[config.mk]
export PLATFORM = sky130hd
export DESIGN_NAME = mfilt_top
export DESIGN_NICKNAME = d
export VERILOG_FILES = /design/src/core/mfilt_pkg.sv /design/src/core/mfilt_top.sv
export SDC_FILE = /design/constraint.sdc
export NUM_CORES = 1
export LEC_CHECK = 0
export BUFFER_PORTS_ARGS = -buffer_cell sky130_fd_sc_hd__buf_2
export CAP_MARGIN = 20
export CORE_MARGIN = 8
export CORE_UTILIZATION = 51
export CTS_BUF_LIST = sky130_fd_sc_hd__clkbuf_4 sky130_fd_sc_hd__clkbuf_8
export DETAILED_ROUTE_END_ITERATION = 16
export GPL_TIMING_DRIVEN = 0
export HOLD_SLACK_MARGIN = 0.15
export PLACE_DENSITY_LB_ADDON = 0.12
export SLEW_MARGIN = 20
export SYNTH_ARGS = -nofsm -noshare
export SYNTH_HDL_FRONTEND = slang
export SYNTH_SLANG_ARGS = --single-unit
[constraint.sdc]
create_clock -name CLK -period 2.05 [get_ports CLK]
set_input_delay 0 -clock CLK [delete_from_list [all_inputs] [get_ports CLK]]
set_output_delay 0 -clock CLK [all_outputs]
set_load 0.02 [all_outputs]
[src/core/mfilt_pkg.sv]
/*
  Package for the motion input filter and shared interrupt flag block.
  Assumes a single 125 MHz system clock and a classic Wishbone register bus.
*/
// Behaviour
// - Output follows after three stable sample ticks.
// - Four filters: index, phase A, B, timer clock.
// - Per-filter enable; cleared bit routes raw input.
// - One shared sample strobe from instruction clock.
// - Divider codes give 1,2,4,16,32,64,128; 111 unused.
// - Reset clears filter control register entirely.
// - Capture mode: capture events set channel flags.
// - Encoder mode: velocity, position, direction flags.
// - Sleep stops capture; prescaler keeps counting events.
// - Sleep capture sets flag, wakes, buffer loads timer.
// - Encoder functions halt during sleep.
package mfilt_pkg;
  localparam logic [3:0] ADR_FILTER_CTRL = 4'h0;
  localparam logic [3:0] ADR_IRQ_FLAGS   = 4'h4;
  localparam logic [3:0] ADR_IRQ_ENABLE  = 4'h8;
  localparam logic [3:0] ADR_IRQ_CLEAR   = 4'hc;
  localparam logic [3:0] ADR_IRQ_PRIO    = 4'h4 + 4'h6;
  localparam logic [3:0] ADR_MODE        = 4'h4 + 4'h4 + 4'h4 + 4'h2;
  localparam logic [7:0] FILTER_CTRL_RST = 8'h00;
  localparam logic [7:0] IRQ_RST         = 8'h00;
  localparam logic [7:0] FILTER_CTRL_MSK = 8'h7f;
  localparam logic [7:0] IRQ_MSK         = 8'h07;
  localparam int         DIV_LSB         = 0;
  localparam int         EN_LSB          = 3;
  localparam int         FLAG_VEL        = 0;
  localparam int         FLAG_POS        = 1;
  localparam int         FLAG_DIR        = 2;
  localparam logic [1:0] STABLE_TICKS    = 2'h3;
  localparam logic [2:0] DIV_UNUSED      = 3'h7;
  localparam logic [7:0] TIMER_RST       = 8'h00;
  localparam logic [6:0] DIV_LIM_1       = 7'h00;
  localparam logic [6:0] DIV_LIM_2       = 7'h01;
  localparam logic [6:0] DIV_LIM_4       = 7'h03;
  localparam logic [6:0] DIV_LIM_16      = 7'h0f;
  localparam logic [6:0] DIV_LIM_32      = 7'h1f;
  localparam logic [6:0] DIV_LIM_64      = 7'h3f;
  localparam logic [6:0] DIV_LIM_128     = 7'h7f;

  typedef struct packed {
    logic       timer_clock_filter_enable;
    logic       phase_b_filter_enable;
    logic       phase_a_filter_enable;
    logic       index_filter_enable;
    logic [2:0] filter_sample_divider;
  } mfilt_ctrl_s;

  typedef struct packed {
    logic       motion_timer_ext_clock;
    logic       encoder_phase_b;
    logic       encoder_phase_a;
    logic       encoder_index_input;
  } mfilt_pins_s;
endpackage

[src/core/mfilt_top.sv]
/*
  Four input noise filters, shared sample divider and the three shared
  motion interrupt flags behind a classic Wishbone slave.
  Assumes capture and encoder engines outside deliver event pulses and
  the timer value; all of them run on CLK.
*/
`timescale 1ns/1ps
`default_nettype none
module mfilt_top
  import mfilt_pkg::*;
(
  input  wire logic        CLK,
  input  wire logic        RST,
  input  wire logic [3:0]  WB_ADR_I,
  input  wire logic [7:0]  WB_DAT_I,
  input  wire logic        WB_WE_I,
  input  wire logic        WB_SEL_I,
  input  wire logic        WB_CYC_I,
  input  wire logic        WB_STB_I,
  output logic      [7:0]  WB_DAT_O,
  output logic             WB_ACK_O,
  input  wire mfilt_pins_s PINS_I,
  output mfilt_pins_s      FILT_O,
  input  wire logic        SLEEP_I,
  input  wire logic [2:0]  CAP_EVENT_I,
  input  wire logic [2:0]  CAP_IRQ_CFG_I,
  input  wire logic        VEL_UPDATE_I,
  input  wire logic        POS_EVENT_I,
  input  wire logic        DIR_CHANGE_I,
  input  wire logic [7:0]  TIMER_I,
  output logic      [7:0]  CAP_BUF_O,
  output logic             PRESCALE_TICK_O,
  output logic             ENC_RUN_O,
  output logic             WAKE_O,
  output logic             IRQ_O
);
  logic [7:0] ctrl_q;
  logic [7:0] flags_q;
  logic [7:0] flags_d;
  logic [7:0] ien_q;
  logic [7:0] prio_q;
  logic       enc_mode_q;
  logic       ack_q;
  logic [7:0] rdat_q;
  logic [6:0] div_cnt_q;
  logic       strobe_q;
  logic [3:0] sync1_q;
  logic [3:0] sync2_q;
  logic [3:0] filt_q;
  logic [1:0] cnt_q [4];
  logic [3:0] out_q;
  logic       slept_q;
  logic [7:0] capbuf_q;
  logic       wake_q;
  logic       irq_q;
  logic       enc_run_q;
  logic       pre_q;
  mfilt_ctrl_s ctrl;

  assign ctrl = mfilt_ctrl_s'(ctrl_q[6:0]);

  wire       req      = WB_CYC_I & WB_STB_I & ~ack_q;
  wire       wr       = req & WB_WE_I & WB_SEL_I;
  wire       wr_ctrl  = wr && (WB_ADR_I == ADR_FILTER_CTRL);
  wire       wr_ien   = wr && (WB_ADR_I == ADR_IRQ_ENABLE);
  wire       wr_clr   = wr && (WB_ADR_I == ADR_IRQ_CLEAR);
  wire       wr_prio  = wr && (WB_ADR_I == ADR_IRQ_PRIO);
  wire       wr_mode  = wr && (WB_ADR_I == ADR_MODE);
  wire [3:0] en_vec   = ctrl_q[EN_LSB +: 4];
  wire [2:0] div_sel  = ctrl.filter_sample_divider;

  logic [7:0] rd_mux;
  always_comb
  begin
    if (WB_ADR_I == ADR_FILTER_CTRL)
      rd_mux = ctrl_q & FILTER_CTRL_MSK;
    else if (WB_ADR_I == ADR_IRQ_FLAGS)
      rd_mux = flags_q;
    else if (WB_ADR_I == ADR_IRQ_ENABLE)
      rd_mux = ien_q;
    else if (WB_ADR_I == ADR_IRQ_PRIO)
      rd_mux = prio_q;
    else if (WB_ADR_I == ADR_MODE)
      rd_mux = {7'h00, enc_mode_q};
    else
      rd_mux = 8'h00;
  end

  // Divider limit: ratio minus one; the unused code behaves as 1:1.
  logic [6:0] div_lim;
  always_comb
  begin
    case (div_sel)
      3'h0:    div_lim = DIV_LIM_1;
      3'h1:    div_lim = DIV_LIM_2;
      3'h2:    div_lim = DIV_LIM_4;
      3'h3:    div_lim = DIV_LIM_16;
      3'h4:    div_lim = DIV_LIM_32;
      3'h5:    div_lim = DIV_LIM_64;
      3'h6:    div_lim = DIV_LIM_128;
      default: div_lim = DIV_LIM_1;
    endcase
  end
  wire div_hit = (div_cnt_q >= div_lim);

  always_ff @(posedge CLK or posedge RST)
  begin
    if (RST)
    begin
      div_cnt_q <= 7'h00;
      strobe_q  <= 1'b0;
    end
    else
    begin
      div_cnt_q <= div_hit ? 7'h00 : div_cnt_q + 7'h01;
      strobe_q  <= div_hit;
    end
  end

  always_ff @(posedge CLK or posedge RST)
  begin
    if (RST)
    begin
      sync1_q <= 4'h0;
      sync2_q <= 4'h0;
    end
    else
    begin
      sync1_q <= PINS_I;
      sync2_q <= sync1_q;
    end
  end

  // One filter per input; a spike seen on fewer than three sample ticks never passes.
  for (genvar i = 0; i < 4; i++)
  begin : g_filt
    always_ff @(posedge CLK or posedge RST)
    begin
      if (RST)
      begin
        filt_q[i] <= 1'b0;
        cnt_q[i]  <= 2'h0;
      end
      else if (strobe_q)
      begin
        if (sync2_q[i] == filt_q[i])
          cnt_q[i] <= 2'h0;
        else if (cnt_q[i] == STABLE_TICKS - 2'h1)
        begin
          filt_q[i] <= sync2_q[i];
          cnt_q[i]  <= 2'h0;
        end
        else
          cnt_q[i] <= cnt_q[i] + 2'h1;
      end
    end
    // Route applies in capture and encoder modes alike.
    always_ff @(posedge CLK or posedge RST)
    begin
      if (RST)
        out_q[i] <= 1'b0;
      else
        out_q[i] <= en_vec[i] ? filt_q[i] : sync2_q[i];
    end
  end

  // Shared flags: meaning depends on the active mode.
  logic [2:0] ev;
  always_comb
  begin
    if (enc_mode_q)
      ev = SLEEP_I ? 3'h0 : {DIR_CHANGE_I, POS_EVENT_I, VEL_UPDATE_I};
    else
      ev = CAP_EVENT_I & CAP_IRQ_CFG_I;
  end
  // A set in the same cycle as a clear wins. Position flag clears only by software.
  assign flags_d = ((flags_q & ~({8{wr_clr}} & WB_DAT_I)) | {5'h00, ev}) & IRQ_MSK;

  always_ff @(posedge CLK or posedge RST)
  begin
    if (RST)
    begin
      ctrl_q     <= FILTER_CTRL_RST;
      flags_q    <= IRQ_RST;
      ien_q      <= IRQ_RST;
      prio_q     <= IRQ_RST;
      enc_mode_q <= 1'b0;
    end
    else
    begin
      if (wr_ctrl)
        ctrl_q <= WB_DAT_I & FILTER_CTRL_MSK;
      if (wr_ien)
        ien_q <= WB_DAT_I & IRQ_MSK;
      if (wr_prio)
        prio_q <= WB_DAT_I & IRQ_MSK;
      if (wr_mode)
        enc_mode_q <= WB_DAT_I[0];
      flags_q <= flags_d;
    end
  end

  // Sleep: capture buffer reloads from the timer on wake, not during sleep.
  wire cap_wake = ~enc_mode_q & |(CAP_EVENT_I & CAP_IRQ_CFG_I & ien_q[2:0]);
  always_ff @(posedge CLK or posedge RST)
  begin
    if (RST)
    begin
      slept_q   <= 1'b0;
      capbuf_q  <= TIMER_RST;
      wake_q    <= 1'b0;
      irq_q     <= 1'b0;
      enc_run_q <= 1'b0;
      pre_q     <= 1'b0;
      ack_q     <= 1'b0;
      rdat_q    <= 8'h00;
    end
    else
    begin
      slept_q   <= SLEEP_I;
      if (slept_q && !SLEEP_I)
        capbuf_q <= TIMER_I;
      wake_q    <= SLEEP_I & cap_wake;
      irq_q     <= |(flags_d & ien_q);
      enc_run_q <= enc_mode_q & ~SLEEP_I;
      pre_q     <= |CAP_EVENT_I & ~enc_mode_q;
      ack_q     <= req;
      rdat_q    <= rd_mux;
    end
  end

  assign WB_ACK_O        = ack_q;
  assign WB_DAT_O        = rdat_q;
  assign FILT_O          = out_q;
  assign CAP_BUF_O       = capbuf_q;
  assign WAKE_O          = wake_q;
  assign IRQ_O           = irq_q;
  assign ENC_RUN_O       = enc_run_q;
  assign PRESCALE_TICK_O = pre_q;
endmodule
`default_nettype wire

==> qor.csv, run 1 <==
metric,value,unit
status,finished clean,
fill_cells,419,
cp_data_arrival_time,2.19,ns
fp.dieArea,0.00893,mm²
die_w,94.5,µm
drtAntennaViolNets,0,
start_util,0.528,
vias_per_cell,5.18,
cts_num_sinks,70,
cts.htree.levels,3,
synth_area_leaders,"dfrtp_1 56%, mux2_2 10%, ha_1 3.2%",
leakage,2.01,nW
crit_fanout,8,
fmax,504,MHz
area_delta_synth_final,36.7,%
slew-limit-headroom,0.540,
ys_seq_elements,70,
vias,2356,
synthArstFlopShare,1.00,
min_period,1.98,ns
grt_pass1_wl,11800,µm
gr-total-overflow,0,
path_cells,or3_1 > and2_1 > ha_1 > nand2b_4 > a31oi_4 > o21ai_4 > a21oi_1,
yosysTopAreaCell,dfrtp_1,
synthCells,262,
path_class,flip-flop to flip-flop,
dp_hpwl,4540,µm
finalWirelength,7030,µm
end_kind,flip-flop,
stdcell_area,0.00430,mm²
synth_top_area_share,0.557,
io_buffer_count,61,
vdd_drop_max,0.695,mV
slowest_delay,0.44,ns
drcViolationCount,0,
diodes,0,
antenna_found_initial,0,
ys.flop_type,dfrtp_1,
core_area,0.00596,mm²
rsz0062_at_grt,yes,
drtPass1Iterations,4,
hold_path_class,input port to flip-flop,
ys_types,47,
avgSynthCellArea,12.0,µm²
finalWorstSetupSlack,0.0652,ns
final_nets,423,
synth_area,0.00314,mm²
globalplace.congestion,0.786,
pre_cts_slack,-0.250,ns
maxCapViolations,0,
numCtsBuffers,9,
placed_cell_area,0.00356,mm²
ys_seq_area_frac,0.557,
drive_gt1_frac,0.382,
wl_per_cell,15.5,µm
clock-skew-final,0.00840,ns
ioPinCount,65,
yosysWarnings,0,
clkTransAtPathRegs,0.08,ns
final-max-slew-violation-count,0,
grt_util_all_layers,0.168,
finalSetupViolations,0,
die_y,94.5,µm
syn_nets,310,
cp.required,2.26,ns
worst_pin_slew,0.684,ns
dr.first_iter.drc_count,43,
insertion_delay,0.35,ns
synth_edf_count,0,
placementRows,28,
slowest_stage,dfrtp_2,
grt_max_degree,38,
worst_setup_path_start_kind,flip-flop,
grt_pass1_vias,2533,
clock_path_buffers,2,
timing.final.crit_share,0.968,
hold_viol,0,
cts_tree,done,
p_per_area,916,mW/mm²
root_buffer,clkbuf_8,
[power breakdown]
part | switching, mW | internal [mW]
Clock | 0.563 | 0.704
Sequential | 0.140 | 1.58
Combinational | 0.475 | 0.471
Total | 1.18 | 2.76
[cell usage after synthesis, types with 3 or more instances]
cell type,n
nor2_1,10
mux2_4,3
ha_1,8
a21o_1,3
nor2b_1,5
a22o_1,3
nand2b_1,3
clkbuf_1,6
mux2_2,29
a211oi_1,6
o21ai_0,7
xnor2_1,5
nand2_1,18
dfrtp_1,70
a21oi_1,8
xor2_1,6
nor3_1,4
and2_1,6
inv_1,14
o22ai_1,3
nand3_1,13
[cells by family (layout without fill, tap and decap cells)]
kind of cell             after synthesis  after routing  share of synthesized area
flip-flops                            70             70                      0.557
AO/OA/AOI/OAI                         37             37                     0.0792
AND/OR/NAND/NOR                       74             74                      0.134
multiplexers                          35             35                      0.128
XOR/XNOR                              11             11                     0.0307
adder cells (fa/ha/maj)                8              8                     0.0318
other                                  1              1                    0.00119
buffers and inverters                 26            144                     0.0374
[per-stage QoR]
| step | util | total power [mW] | cells | TNS, ns | hold WS (ns) |
|---|---|---|---|---|---|
| after floorplan | - | 2.29 | 262 | 0 | 0.0314 |
| after global placement | 0.595 | 2.48 | 398 | -41.10 | 0.108 |
| after detailed placement | 0.599 | 2.52 | 399 | -1.83 | 0.0395 |
| after CTS | 0.705 | 3.87 | 454 | 0 | 0.193 |
| after global routing | 0.721 | 4.15 | 455 | -0.0245 | 0.231 |
| final | 0.721 | 3.93 | 455 | 0 | 0.214 |
[state kept, by name, indices dropped and copies added, names as in the netlist, 3 cells and up]
register	flops
ctrl_q	7
filt_q	4
WB_DAT_O	7
cnt_q	8
FILT_O	4
CAP_BUF_O	8
prio_q	3
sync1_q	4
flags_q	3
div_cnt_q	7
sync2_q	4
ien_q	3
[area by class of cell]
| type | instances | area (µm²) | share of cell area |
|---|---|---|---|
| flip-flops and latches | 70 | 1760 | 0.409 |
| well taps | 75 | 93.8 | 0.0218 |
| multi-input cells | 166 | 1370 | 0.319 |
| clock inverters | 7 | 105 | 0.0245 |
| plain buffers | 10 | 57.6 | 0.0134 |
| repair buffers | 104 | 736 | 0.171 |
| inverters | 14 | 55.1 | 0.0128 |
| clock buffers | 9 | 124 | 0.0288 |
[cells in the final DEF, fill, tap and decap left out, types with 5 or more instances in the layout]
| cell type | count |
|---|---|
| o21ai_0 | 7 |
| xor2_1 | 5 |
| ha_1 | 7 |
| and2_1 | 6 |
| a211oi_2 | 6 |
| a21oi_1 | 7 |
| buf_4 | 5 |
| inv_1 | 13 |
| dfrtp_1 | 67 |
| dlygate4sd3_1 | 38 |
| nand2_1 | 18 |
| clkbuf_8 | 9 |
| buf_2 | 62 |
| xnor2_1 | 5 |
| mux2_2 | 29 |
| nand3_1 | 13 |
| nor2_1 | 10 |
[final timing paths]
path                       startpoint           end  slack, ns  cells after the start
min in group asynchronous         RST  CAP_BUF_O[4]       0.23                      3
max in group asynchronous         RST     ctrl_q[2]       1.27                      4
setup reg to reg            ctrl_q[1]  div_cnt_q[1]       0.07                      7
hold / removal                WB_WE_I    flags_q[1]       0.21                      5
hold reg to reg            sync1_q[3]    sync2_q[3]       0.35                      0
setup / recovery            ctrl_q[1]  div_cnt_q[1]       0.07                      7
[per-layer routing]
layer	up-vias	wire length, µm	track usage
met5	-	0	0
met4	0	108	0.0585
met3	12	510	0.0627
met2	64	3450	0.276
met1	1152	2970	0.198
li1	1128	-	-
[worst max-delay path: cells and delay by family (launching register included)]
kind / cells / cell delay (ns)
AO/OA/AOI/OAI: 3 / 0.52
flip-flops: 1 / 0.44
adder cells (fa/ha/maj): 1 / 0.27
AND/OR/NAND/NOR: 3 / 0.62
[timing repair]
item,4_1_cts,5_1_grt
hold buffers,38,1
endpoints found under the hold margin,110,1
resized for setup,5,15
buffers inserted,3,1
pin swaps,1,6
setup endpoints to repair,8,10
Power figures use the tool's default switching activity.
==> inputs of run 2 (changes only) <==
Settings changed: CORE_UTILIZATION 51 to 56, TNS_END_PERCENT set to 1.
Clock period 2.05 ns to 2.2 ns, I/O delays scaled along.
==> run 2 against run 1 <==
Register-to-register slack better by 0.07 ns. Critical endpoint is now div_cnt_q[5]. Via count is 0.42% higher. Non-clock buffer count is 3 lower. Largest cell class unchanged. Count of clock-buffer cells in the layout is 1 higher. Wire length is 2.9% higher. Clock power hardly changed. Total power is 6.9% lower. Critical path depth stayed put. Clock skew is 0.0029 ns lower.
==> qor.csv, run 2 (synthesized netlist as in run 1, its figures left out) <==
metric,value,unit,change
clkTransAtPathRegs,0.07,ns,about the same
layout_commonest_cell,dfrtp_1,,
drcViolationCount,0,,unchanged
finalSetupTns,0,ns,unchanged
worst_setup_path_start_kind,flip-flop,,
diodes,0,,unchanged
antenna_found_initial,0,,unchanged
wl_per_cell,16.1,µm,+4.3%
worstPathBufferInverterCount,0,,unchanged
area_delta_synth_final,34.7,%,
clock-skew-final,0.00550,ns,-0.00290 ns
vias_per_cell,5.27,,+1.8%
crit_fanout,8,,unchanged
globalplace.congestion,0.745,,-5.2%
vias,2366,,+0.42%
numCtsBuffers,9,,unchanged
cp_data_arrival_time,2.31,ns,+0.12 ns
top_layer_used,met4,,
grt_util_all_layers,0.183,,+0.0150
slew-limit-headroom,0.565,,+0.0251
hold_viol,0,,unchanged
final_cell_mix,"68 x dfrtp_1, 62 x buf_2, 37 x dlygate4sd3_1",,
min_delay_path_depth,3,,-2
drtPass1Iterations,4,,unchanged
fill_cells,375,,-11%
cp.required,2.45,ns,+0.19 ns
cts_num_sinks,70,,unchanged
placementRows,27,,-3.6%
hold_path_end,WB_DAT_O[6],,
end_kind,flip-flop,,
cts.htree.levels,3,,unchanged
r2r_cells,7,,unchanged
crit_family,simple AND/OR/NAND/NOR gates,,
status,finished clean,,
hold_path_class,input port to flip-flop,,
gr-total-overflow,0,,unchanged
dp_hpwl,4430,µm,-2.3%
final_nets,420,,-0.71%
dr.first_iter.drc_count,56,,+30%
r2r_setup_slack,0.14,ns,+0.07 ns
drtAntennaViolNets,0,,unchanged
die_w,90.9,µm,-3.8%
finalSetupViolations,0,,unchanged
grt_pass1_wl,11900,µm,+1.4%
final_core_util,0.773,,+0.0520
dr_wl_met3,550,µm,+7.8%
vdd_drop_max,0.636,mV,-8.4%
timing.rr.end,div_cnt_q[5],,
root_buffer,clkbuf_8,,
fmax,485,MHz,-3.7%
slowest_stage,dfrtp_2,,
ioPinCount,65,,unchanged
io_buffer_count,61,,unchanged
fp.dieArea,0.00827,mm²,-7.5%
start_util,0.574,,+0.0466
path_class,flip-flop to flip-flop,,
grt_max_degree,60,,+58%
grt_pass1_vias,2541,,+0.32%
rsz0062_at_grt,no,,
cts_tree,done,,
maxCapViolations,0,,unchanged
worst_pin_slew,0.646,ns,-0.0373 ns
clock_path_buffers,2,,unchanged
p_per_area,866,mW/mm²,-5.5%
insertion_delay,0.34,ns,about the same
die_y,90.9,µm,-3.8%
wl_met1,2830,µm,-4.6%
wl_met2,3740,µm,+8.6%
core_area,0.00547,mm²,-8.1%
path_cells,or3_1 > and2_1 > ha_1 > nand2b_1 > a31oi_2 > o21ai_4 > a211oi_1,,
final-max-slew-violation-count,0,,unchanged
reg2reg_from,ctrl_q[0],,
slowest_delay,0.46,ns,+0.02 ns
hp-start,WB_ADR_I[2],,
timing.final.crit_share,0.937,,-0.0313
min_period,2.06,ns,+0.0763 ns
drive_gt1_frac,0.347,,-0.0341
finalWirelength,7240,µm,+2.9%
leakage,2.02,nW,+0.44%
## run 2: layout make-up
| type | count | area, µm² | share of cell area |
|---|---|---|---|
| Sequential cell | 70 | 1750 | 0.414 |
| Multi-Input combinational cell | 166 | 1310 | 0.309 |
| Timing Repair Buffer | 101 | 723 | 0.171 |
| Clock buffer | 10 | 138 | 0.0325 |
| Clock inverter | 6 | 109 | 0.0257 |
| Tap cell | 72 | 90.1 | 0.0213 |
| Buffer | 10 | 57.6 | 0.0136 |
| Inverter | 14 | 55.1 | 0.0130 |
## run 2: power breakdown
part | internal [mW] | total (mW) | leakage, nW | switching (mW)
logic | 0.396 | 0.808 | 1.01 | 0.413
registers | 1.48 | 1.61 | 0.880 | 0.132
clock network | 0.782 | 1.25 | 0.126 | 0.468
## run 2: worst max path at each step
stage / slack [ns] / end / cells after the start / startpoint
4_1_cts: 0.004 / div_cnt_q[5] / 8 / ctrl_q[1]
6_report: 0.14 / div_cnt_q[5] / 7 / ctrl_q[0]
3_3_place_gp: -0.36 / div_cnt_q[5] / 2 / RST
3_5_place_dp: -0.04 / div_cnt_q[5] / 8 / ctrl_q[1]
5_1_grt: 0.02 / div_cnt_q[4] / 7 / ctrl_q[0]
2_1_floorplan: 0.18 / div_cnt_q[0] / 8 / ctrl_q[1]
## run 2: per-stage QoR
stage	instance area [µm²]	power (mW)	instances	hold slack (ns)	setup slack, ns
final	4230	3.66	449	0.173	0.139
after global routing	4230	3.86	449	0.176	0.0192
after CTS	4210	3.66	451	0.152	0.00449
after detailed placement	3570	2.34	396	-0.0780	-0.0444
after global placement	3540	2.31	395	0.108	-0.361
after floorplan	3140	2.13	262	0.0314	0.177
## run 2: routing by layer
| layer | up-vias | track usage |
|---|---|---|
| li1 | 1133 | - |
| met1 | 1135 | 0.185 |
| met2 | 85 | 0.324 |
| met3 | 13 | 0.0889 |
| met4 | 0 | 0.0573 |
| met5 | - | 0 |
## run 2: timing repair
item | in CTS | in global routing
buffers inserted | 0 | 1
hold buffers | 39 | 0
gates resized for setup | 1 | 8
pin swaps | 0 | 3
hold endpoints to repair | 112 | 0
cloned | 0 | 0
endpoints found under the setup margin | 8 | 10
## run 2: worst reg2reg max path: cells and delay by family (launching register included)
family                   cells  cell delay (ns)
adder cells (fa/ha/maj)      1             0.25
AND/OR/NAND/NOR              3             0.68
flip-flops                   1             0.46
AO/OA/AOI/OAI                3             0.58
==> inputs of run 3 (changes only) <==
Clock period 2.2 ns to 2.3 ns, I/O delays scaled along.
==> run 3 against run 2 <==
Critical path type unchanged. First-iteration DRC count rose by 23%. Final area barely moved. Non-clock buffer count did not move. Clock skew barely moved. Via count rose by 0.34%. Highest routed layer unchanged. Wire length rose by 0.21%. Worst setup slack got worse by 0.024 ns. Count of clock-buffer cells in the layout did not move. Global-route usage did not move.
==> qor.csv, run 3 (synthesized netlist as in run 1, its figures left out) <==
metric,value,unit,change
ioPinCount,65,,unchanged
dr.first_iter.drc_count,69,,+23%
core_area,0.00547,mm²,unchanged
drive_gt1_frac,0.340,,-0.00796
regArea,0.00175,mm²,-0.14%
diodes,0,,unchanged
end_kind,flip-flop,,
finalWorstSetupSlack,0.115,ns,-0.0238 ns
grt_pass1_wl,11900,µm,unchanged
status,finished clean,,
layout_commonest_cell,dfrtp_1,,
antenna_found_initial,0,,unchanged
final_cell_mix,"70 x dfrtp_1, 62 x buf_2, 39 x dlygate4sd3_1",,
grt_util_all_layers,0.183,,unchanged
p_per_area,829,mW/mm²,-4.2%
grt_max_degree,60,,unchanged
final_nets,420,,unchanged
insertion_delay,0.34,ns,about the same
cts.htree.levels,3,,unchanged
vias,2374,,+0.34%
min_period,2.18,ns,+0.124 ns
clock-skew-final,0.00554,ns,+0.0000355 ns
clock_path_buffers,2,,unchanged
wl_per_cell,16.1,µm,+0.21%
worst_pin_slew,0.640,ns,-0.00603 ns
hold_viol,0,,unchanged
placementRows,27,,unchanged
grt_pass1_vias,2541,,unchanged
numCtsBuffers,9,,unchanged
rsz0062_at_grt,no,,
cp.required,2.52,ns,+0.07 ns
vias_per_cell,5.29,,+0.34%
leakage,2.01,nW,-0.49%
cts_num_sinks,70,,unchanged
globalplace.congestion,0.745,,unchanged
drcViolationCount,0,,unchanged
finalSetupViolations,0,,unchanged
fp.dieArea,0.00827,mm²,unchanged
timing.final.crit_share,0.950,,+0.0131
fin_hold_ws,0.177,ns,+0.00365 ns
drtPass1Iterations,4,,unchanged
crit_fanout,5,,-3
maxCapViolations,0,,unchanged
io_buffer_count,61,,unchanged
fill_cells,374,,-0.27%
cts_tree,done,,
slew-limit-headroom,0.569,,+0.00405
area_delta_synth_final,34.6,%,about the same
die_w,90.9,µm,unchanged
die_y,90.9,µm,unchanged
dp_hpwl,4430,µm,unchanged
hold_path_class,input port to flip-flop,,
cp_data_arrival_time,2.40,ns,+0.09 ns
gr-total-overflow,0,,unchanged
root_buffer,clkbuf_8,,
finalWirelength,7250,µm,+0.21%
drtAntennaViolNets,0,,unchanged
fmax,458,MHz,-5.7%
worst_setup_path_start_kind,flip-flop,,
start_util,0.574,,unchanged
path_class,flip-flop to flip-flop,,
total_power,3.51,mW,-4.3%
multiInputGateArea,0.00131,mm²,unchanged
final-max-slew-violation-count,0,,unchanged
clkTransAtPathRegs,0.07,ns,about the same
pre_cts_slack,0.0556,ns,+0.100 ns
vdd_drop_max,0.610,mV,-4.2%
final_core_util,0.773,,about the same
run 3: cell types whose count changed in the layout (fill, tap and decap cells not counted):
cell            change
buf_4               -1
dfrtp_1             +2
dfrtp_2             -2
dlygate4sd3_1       +2
dlymetal6s4s_1      -1
run 3: area by class of cell:
| cell class | count | area share |
|---|---|---|
| tap | 72 | 0.0213 |
| multi-input combinational | 166 | 0.309 |
| buffer | 10 | 0.0136 |
| clock buffer | 10 | 0.0325 |
| clock inverter | 6 | 0.0257 |
| sequential | 70 | 0.414 |
| timing repair buffer | 101 | 0.171 |
| inverter | 14 | 0.0130 |
run 3: power by group:
| part | switching (mW) | total [mW] | internal, mW | leakage, nW |
|---|---|---|---|---|
| Clock | 0.444 | 1.19 | 0.748 | 0.126 |
| Sequential | 0.127 | 1.54 | 1.41 | 0.883 |
| Combinational | 0.400 | 0.779 | 0.379 | 0.998 |
run 3: per-layer routing:
metal | up-vias | track usage | wire [µm]
li1 | 1131 | - | -
met1 | 1151 | 0.185 | 2850
met2 | 81 | 0.324 | 3760
met3 | 11 | 0.0889 | 554
met4 | 0 | 0.0573 | 84
met5 | - | 0 | 0
run 3: final timing paths:
path                                   from     endpoint  slack (ns)  cells after the start
worst max-delay path               WB_ACK_O     ien_q[1]        0.12                      6
worst min-delay path            WB_ADR_I[2]  WB_DAT_O[3]        0.18                      3
worst max register to register     WB_ACK_O     ien_q[1]        0.12                      6
worst min register to register   sync1_q[0]   sync2_q[0]        0.35                      0
max in group asynchronous               RST   sync1_q[3]        1.04                      5
min in group asynchronous               RST   flags_q[2]        0.75                      4
run 3: per-stage QoR:
step                      TNS [ns]  instances  cell area [µm²]
after CTS                        0        451             4210
after detailed placement         0        396             3570
after global placement      -18.02        395             3540
final                            0        449             4230
after floorplan                  0        262             3140
after global routing             0        449             4230
run 3: what timing repair did:
item	4_1_cts	5_1_grt
endpoints found under the setup margin	0	8
buffers inserted	0	0
resized for setup	0	6
hold buffers	39	0
hold endpoints to repair	112	0
run 3: worst max-delay path, stage by stage (launching register included):
cell	delay [ns]
dfrtp_1	0.37
and3b_1	0.22
buf_6	0.12
nand2_4	0.07
nor4_4	0.36
mux2_4	0.34
dlygate4sd3_1	0.57
